**config.mk**
```make
export PLATFORM = sky130hd
export DESIGN_NAME = xcfg_port
export DESIGN_NICKNAME = d
export VERILOG_FILES = /design/src/common/xcfg_pkg.sv /design/src/xcfg_sync.sv /design/src/xcfg_port.sv
export SDC_FILE = /design/constraint.sdc
export NUM_CORES = 1
export LEC_CHECK = 0
export BUFFER_PORTS_ARGS = -buffer_cell sky130_fd_sc_hd__buf_2
export CORE_AREA = 3 3 72 74
export DETAILED_ROUTE_END_ITERATION = 6
export DIE_AREA = 0 0 75 77
export GPL_ROUTABILITY_DRIVEN = 0
export PLACE_DENSITY = 0.78
export REMOVE_ABC_BUFFERS = 1
export SYNTH_ARGS = -nofsm -noshare
export SYNTH_HDL_FRONTEND = slang
export SYNTH_HIERARCHICAL = 1
export SYNTH_SLANG_ARGS = --single-unit
export TNS_END_PERCENT = 50
```
**constraint.sdc**
```tcl
create_clock -name clk_sys -period 2 [get_ports clk_sys]
set_input_delay 0.3 -clock clk_sys [delete_from_list [all_inputs] [get_ports clk_sys]]
set_output_delay 0.3 -clock clk_sys [all_outputs]
set_load 0.1 [all_outputs]
```
**src/common/xcfg_pkg.sv**
```systemverilog
// constants shared by the crosspoint serial configuration port
// assumes a single system clock domain; link pins arrive asynchronously
// Operation
// - one active register per output holds on/off and input address, drives matrix
// - active registers change only by transfer from shadow or addressed word, or by special control pins
// - shadow bank has the active bank group layout, loaded as a serial shift register
// - while select_n high, serial clock and data are ignored, nothing shifts
// - after select_n falls, first rising clock arms, next falling edge takes bit
// - every serial bit is sampled on the falling serial clock edge
// - shifted data reaches matrix only when apply_strobe pulses high
// - apply_strobe and mode act regardless of select_n
// - apply without new data since last transfer changes nothing
// - mode high takes an addressed word and updates only that output
// - mode low takes a 16-bit frame configuring all outputs
// - frame is four 4-bit groups, address lsb first then off bit
// - addressed word is 2-bit output, 3-bit input, state bit, lsb first
// - reset loads input address 0 and turns every output off
// - broadcast_force turns every output on connected to input 0
package xcfg_pkg;
   localparam int XCFG_NUM_OUT = 4;
   localparam int XCFG_IN_W = 3;
   localparam int XCFG_OUT_W = 2;
   localparam int XCFG_GRP_W = 4;
   localparam int XCFG_FRAME_W = 16;
   localparam int XCFG_WORD_W = 6;
   localparam int XCFG_OFF_POS = 3;
   localparam int XCFG_SYNC_STAGES = 2;
   localparam logic [3:0] XCFG_GRP_RST = 4'h8;
   localparam logic [3:0] XCFG_GRP_FORCE = 4'h0;
   localparam logic [15:0] XCFG_SHADOW_RST = 16'h8888;
   localparam logic [5:0] XCFG_WORD_RST = 6'h20;
endpackage

```
**src/xcfg_sync.sv**
```systemverilog
// two-flop synchroniser for asynchronous pins
// assumes inputs come from outside the clk_sys domain
`timescale 1ns/1ps
module xcfg_sync
   import xcfg_pkg::*;
#(
   parameter int WIDTH = 1
) (
   input wire logic clk_sys,
   input wire logic rst,
   input wire logic [WIDTH-1:0] din,
   output logic [WIDTH-1:0] dout
);
   typedef struct packed {
      logic [WIDTH-1:0] meta;
      logic [WIDTH-1:0] q;
   } xcfg_sync_t;
   xcfg_sync_t st_ff;
   xcfg_sync_t nxt_st;
   always_comb begin
      nxt_st.meta = din;
      nxt_st.q = st_ff.meta;
   end
   always_ff @(posedge clk_sys) begin
      if (rst) begin
         st_ff <= '0;
      end else begin
         st_ff <= nxt_st;
      end
   end
   assign dout = st_ff.q;
endmodule

```
**src/xcfg_port.sv**
```systemverilog
// serial configuration port: shadow shift bank and per-output active bank
// assumes sclk, sdi, select_n, apply_strobe, mode, broadcast_force are async pins
// sclk must be slow against clk_sys (each level at least 3 clk_sys cycles)
`timescale 1ns/1ps
module xcfg_port
   import xcfg_pkg::*;
(
   input wire logic clk_sys,
   input wire logic rst,
   input wire logic sclk,
   input wire logic serial_in,
   input wire logic select_n,
   input wire logic apply_strobe,
   input wire logic mode,
   input wire logic broadcast_force,
   output logic serial_out,
   output logic [XCFG_NUM_OUT-1:0] out_off,
   output logic [XCFG_NUM_OUT*XCFG_IN_W-1:0] out_sel,
   output logic [XCFG_NUM_OUT-1:0] out_oe
);
   typedef enum logic [1:0] {XCFG_IDLE, XCFG_WAIT_RISE, XCFG_SHIFT} xcfg_state_t;

   typedef struct packed {
      xcfg_state_t state;
      logic sclk_d;
      logic apply_d;
      logic fresh;
      logic [XCFG_FRAME_W-1:0] shadow;
      logic [XCFG_WORD_W-1:0] word;
      logic [XCFG_NUM_OUT*XCFG_GRP_W-1:0] active;
      logic sout;
      logic [XCFG_NUM_OUT-1:0] off_q;
      logic [XCFG_NUM_OUT*XCFG_IN_W-1:0] sel_q;
      logic [XCFG_NUM_OUT-1:0] oe_q;
   } xcfg_port_t;

   logic [5:0] pins_s;
   logic sclk_s;
   logic sdi_s;
   logic sel_n_s;
   logic apply_s;
   logic mode_s;
   logic force_s;
   logic sel_a_s;
   xcfg_port_t st_ff;
   xcfg_port_t nxt_st;

   xcfg_sync #(.WIDTH(6)) u_sync (
      .clk_sys(clk_sys),
      .rst(rst),
      // select passes inverted so the cleared synchroniser reads as deselected after reset
      .din({sclk, serial_in, ~select_n, apply_strobe, mode, broadcast_force}),
      .dout(pins_s)
   );
   assign {sclk_s, sdi_s, sel_a_s, apply_s, mode_s, force_s} = pins_s;
   assign sel_n_s = ~sel_a_s;

   logic rise;
   logic fall;
   logic apply_p;
   logic [XCFG_OUT_W-1:0] w_out;
   assign rise = sclk_s & ~st_ff.sclk_d;
   assign fall = ~sclk_s & st_ff.sclk_d;
   assign apply_p = apply_s & ~st_ff.apply_d;
   assign w_out = st_ff.word[XCFG_OUT_W-1:0];

   always_comb begin
      nxt_st = st_ff;
      nxt_st.sclk_d = sclk_s;
      nxt_st.apply_d = apply_s;
      // apply needs no select and ignores repeats when nothing new arrived
      // it runs before the shift so a bit landing in the same cycle keeps fresh set
      if (apply_p && st_ff.fresh) begin
         nxt_st.fresh = 1'b0;
         if (mode_s) begin
            for (int o = 0; o < XCFG_NUM_OUT; o++) begin
               if (w_out == o[XCFG_OUT_W-1:0]) begin
                  nxt_st.active[o*XCFG_GRP_W +: XCFG_GRP_W] =
                     st_ff.word[XCFG_WORD_W-1:XCFG_OUT_W];
               end
            end
         end else begin
            nxt_st.active = st_ff.shadow;
         end
      end
      case (st_ff.state)
         XCFG_IDLE: begin
            if (!sel_n_s) begin
               nxt_st.state = XCFG_WAIT_RISE;
            end
         end
         XCFG_WAIT_RISE: begin
            if (sel_n_s) begin
               nxt_st.state = XCFG_IDLE;
            end else if (rise) begin
               nxt_st.state = XCFG_SHIFT;
            end
         end
         XCFG_SHIFT: begin
            if (sel_n_s) begin
               nxt_st.state = XCFG_IDLE;
            end else if (fall) begin
               // shift direction puts first bit at the lowest index after a full frame
               if (mode_s) begin
                  nxt_st.word = {sdi_s, st_ff.word[XCFG_WORD_W-1:1]};
               end else begin
                  nxt_st.shadow = {sdi_s, st_ff.shadow[XCFG_FRAME_W-1:1]};
                  nxt_st.sout = st_ff.shadow[0];
               end
               nxt_st.fresh = 1'b1;
            end
         end
         default: nxt_st.state = XCFG_IDLE;
      endcase
      for (int o = 0; o < XCFG_NUM_OUT; o++) begin
         if (force_s) begin
            nxt_st.active[o*XCFG_GRP_W +: XCFG_GRP_W] = XCFG_GRP_FORCE;
         end
         nxt_st.off_q[o] = nxt_st.active[o*XCFG_GRP_W+XCFG_OFF_POS];
         nxt_st.oe_q[o] = ~nxt_st.active[o*XCFG_GRP_W+XCFG_OFF_POS];
         nxt_st.sel_q[o*XCFG_IN_W +: XCFG_IN_W] = nxt_st.active[o*XCFG_GRP_W +: XCFG_IN_W];
      end
   end

   always_ff @(posedge clk_sys) begin
      if (rst) begin
         st_ff.state <= XCFG_IDLE;
         st_ff.sclk_d <= 1'b0;
         st_ff.apply_d <= 1'b0;
         st_ff.fresh <= 1'b0;
         st_ff.shadow <= XCFG_SHADOW_RST;
         st_ff.word <= XCFG_WORD_RST;
         st_ff.active <= XCFG_SHADOW_RST;
         st_ff.sout <= 1'b0;
         st_ff.off_q <= '1;
         st_ff.sel_q <= '0;
         st_ff.oe_q <= '0;
      end else begin
         st_ff <= nxt_st;
      end
   end

   assign serial_out = st_ff.sout;
   assign out_off = st_ff.off_q;
   assign out_sel = st_ff.sel_q;
   assign out_oe = st_ff.oe_q;
endmodule

```
==> qor.csv <==
stage,metric,value,unit
global_routing,total gr overflow,0,
die,Top Ports,29,
global_routing,vias in the first global route,1758,
yosys,Synthesis Warnings,6,
yosys,synthesized area,2690,um2
setup_path,CP Capture Type,register,
setup_path,Worst Path Max Fanout,14,
timing,Fmax,641,MHz
drt,residual DRC count,0,
yosys,Syn Inst Count,266,
die,Std-Cell Rows,25,
timing,RSZ-0062 raised after global routing,no,
flow_run,max_cap viols,0,
cts,worst-case clock buffer depth,2,
drt,detailed-route wire length,4880,um
timing,Slew @ Worst Pin,0.504,ns
timing,fraction of the cycle the final worst path needs,78.0,%
drt,DRT iter0 DRCs,189,
cts,CTS tree,built,
power,leakage power,1.19,nW
drt,Avg WL per Cell,14.8,um
hold_path,Hold Crit Depth,2,
setup_path,Crit Path Category,reg2reg,
drt,via/cell ratio,5.63,
finish,# fillers,395,
setup_path,RR Startpoint,st_ff[37],
yosys,Post-synth top cells,"dfxtp_1 (60), nand2b_1 (26), buf_4 (22), mux2i_1 (22), nor2b_1 (14)",
placement,Port Buffers,28,
finish,ANT cells,0,
global_routing,Total GRT Usage,19.0,%
cts,"Reg clk slew, reported paths",0.07,ns
hold_path,Hold Path Class,in2reg,
cts,H-tree Lvls,3,
timing,minimum clock period,1.56,ns
timing,Max-slew headroom,65.5,%
die,Chip Height,77,um
global_routing,largest net degree at the start of global routing,38,
yosys,most instantiated library cell after synthesis,dfxtp_1,
setup_path,CP required,2.20,ns
finish,area of the multi-input gates,1190,um2
yosys,Post-synth ARST share,0,%
die,Initial Utilization,57.8,%
finish,final core utilization,62.2,%
yosys,Area contributors post-synth,"dfxtp_1 (45%), mux2i_1 (8.2%), buf_4 (6.1%), nand2b_1 (6.0%), nor2b_1 (3.3%)",
timing,Final TNS setup,0,ns
global_routing,first-pass GRT wire length,8220,um
yosys,Yosys reg bits,60,
cts,clk_lat worst skew,0.35,ns
yosys,share of the yosys chip area belonging to registers,44.6,%
drt,DR pass1 iterations,4,
setup_path,path depth of the worst reg2reg path,3,
finish,Syn-to-layout area delta,7.62,%
status,status,"finished, final reports clean",
finish,Sequential Area,1200,um2
placement,placed insts,315,
finish,Post-Layout Cell Count,331,
die,Total Die Area,5780,um2
setup_path,Startpoint Class,register,
global_routing,initial antenna violation count,0,
die,Core Box Area,4660,um2
timing,skew final,0.0106,ns
yosys,Mean Syn Cell Area,10.1,um2
yosys,Synth top area share,44.6,%
yosys,number of flops mapped to enable cells by yosys,0,
drt,via count,1863,
timing,Final setup viols,0,
placement,hpwl dp,3400,um
yosys,Synth Flop Type,dfxtp_1,
cts,CTS Hold Bufs,0,
timing,fin. max-slew vios,0,
power,PwrDens,903,nW/um2
cts,CTS Buf Count,9,
drt,Final ANT Viol Nets,0,
hold_path,hold path start,serial_in,
power,worst vdd ir,451,uV
cts,cts repair resizes,0,
die,Die X,75,um
finish,nets,280,
timing,"Hold Violations, Final",0,
yosys,Yosys top cell by area,dfxtp_1,
setup_path,Crit path arrival time,1.76,ns
timing,Hold Slack,0.157,ns
cts,Setup Buffers After CTS,0,
cts,CTS root buf,clkbuf_8,
cts,Sink Count,60,
setup_path,CP Launch Point,st_ff[37],
yosys,"Distinct cells, synth",41,
finish,layout cells sized above 1,23.1,%
layer usage:
layer	part of all wire (%)	GRT usage (%)	wire [um]	vias up
li1	-	-	-	934
met1	48	25.2	2320	866
met2	44	25.7	2160	52
met3	6.1	6.95	300	11
met4	2.0	11.7	96	0
met5	0	0	0	-
power by group:
part | switching, mW | total, mW | internal, mW
logic | 0.113 | 0.160 | 0.0470
clock network | 0.460 | 1.23 | 0.773
registers | 0.00902 | 1.23 | 1.22
placed cells by master, fill, tap and decap left out, types with 2 or more instances in the layout:
| master | count |
|---|---|
| nand3_2 | 2 |
| clkbuf_8 | 11 |
| a2111oi_0 | 6 |
| buf_2 | 28 |
| nand2_1 | 7 |
| bufinv_16 | 2 |
| nor2_1 | 7 |
| a311oi_1 | 6 |
| nor2b_1 | 14 |
| a221o_1 | 4 |
| inv_1 | 12 |
| o22ai_1 | 2 |
| mux2i_1 | 22 |
| nor2b_4 | 2 |
| a211o_1 | 3 |
| dfxtp_1 | 60 |
| a21oi_1 | 8 |
| a221oi_1 | 4 |
| buf_4 | 4 |
| nor2b_2 | 8 |
| and2b_2 | 2 |
| clkbuf_1 | 2 |
| a31oi_1 | 6 |
| and4b_1 | 6 |
| a211oi_1 | 6 |
| nand2b_1 | 26 |
| a21o_1 | 2 |
sequential cells by signal (all words and copies together) (netlist names):
| signal | count |
|---|---|
| serial_out | 1 |
| u_sync/dout | 6 |
| st_ff | 43 |
| u_sync/nxt_st | 6 |
| out_oe | 4 |
worst paths after layout:
kind / endpoint / slack (ns)
worst max-delay path: st_ff[27] / 0.44
worst min-delay path: u_sync/nxt_st[4] / 0.16
worst max register to register: st_ff[27] / 0.44
worst min register to register: u_sync/dout[3] / 0.44
worst max-delay path: stages (launching register included):
cell and delay, ns:
dfxtp_1 0.56, nand2b_1 0.20, a2111oi_0 0.56, a211oi_1 0.09
per-stage QoR:
| step | setup WS, ns | area [um2] | power, mW |
|---|---|---|---|
| detailed placement | 0.461 | 2670 | 1.41 |
| CTS | 0.434 | 2900 | 2.64 |
| floorplan | 0.202 | 2430 | 1.37 |
| global route | 0.270 | 2900 | 2.71 |
| global placement | 0.472 | 2670 | 1.41 |
| finish | 0.440 | 2900 | 2.62 |
logic make-up (layout without fill, tap and decap cells):
family                 after synthesis  after routing  share of synthesized area [%]
DFF                                 60             60                           44.6
and+or+nand+nor                     82             82                           20.8
AOI/OAI and AO/OA                   53             53                           15.1
buffers and inverters               49             60                           11.3
muxes                               22             22                           8.17
cell type report:
| class | count | share of cell area [%] |
|---|---|---|
| flip-flops and latches | 60 | 41.4 |
| multi-input cells | 157 | 41.0 |
| clock buffers | 13 | 5.48 |
| repair buffers | 32 | 5.87 |
| inverters | 12 | 1.55 |
| clock inverters | 3 | 2.37 |
| well taps | 54 | 2.33 |
No activity file was read; power rests on OpenSTA's default activity.
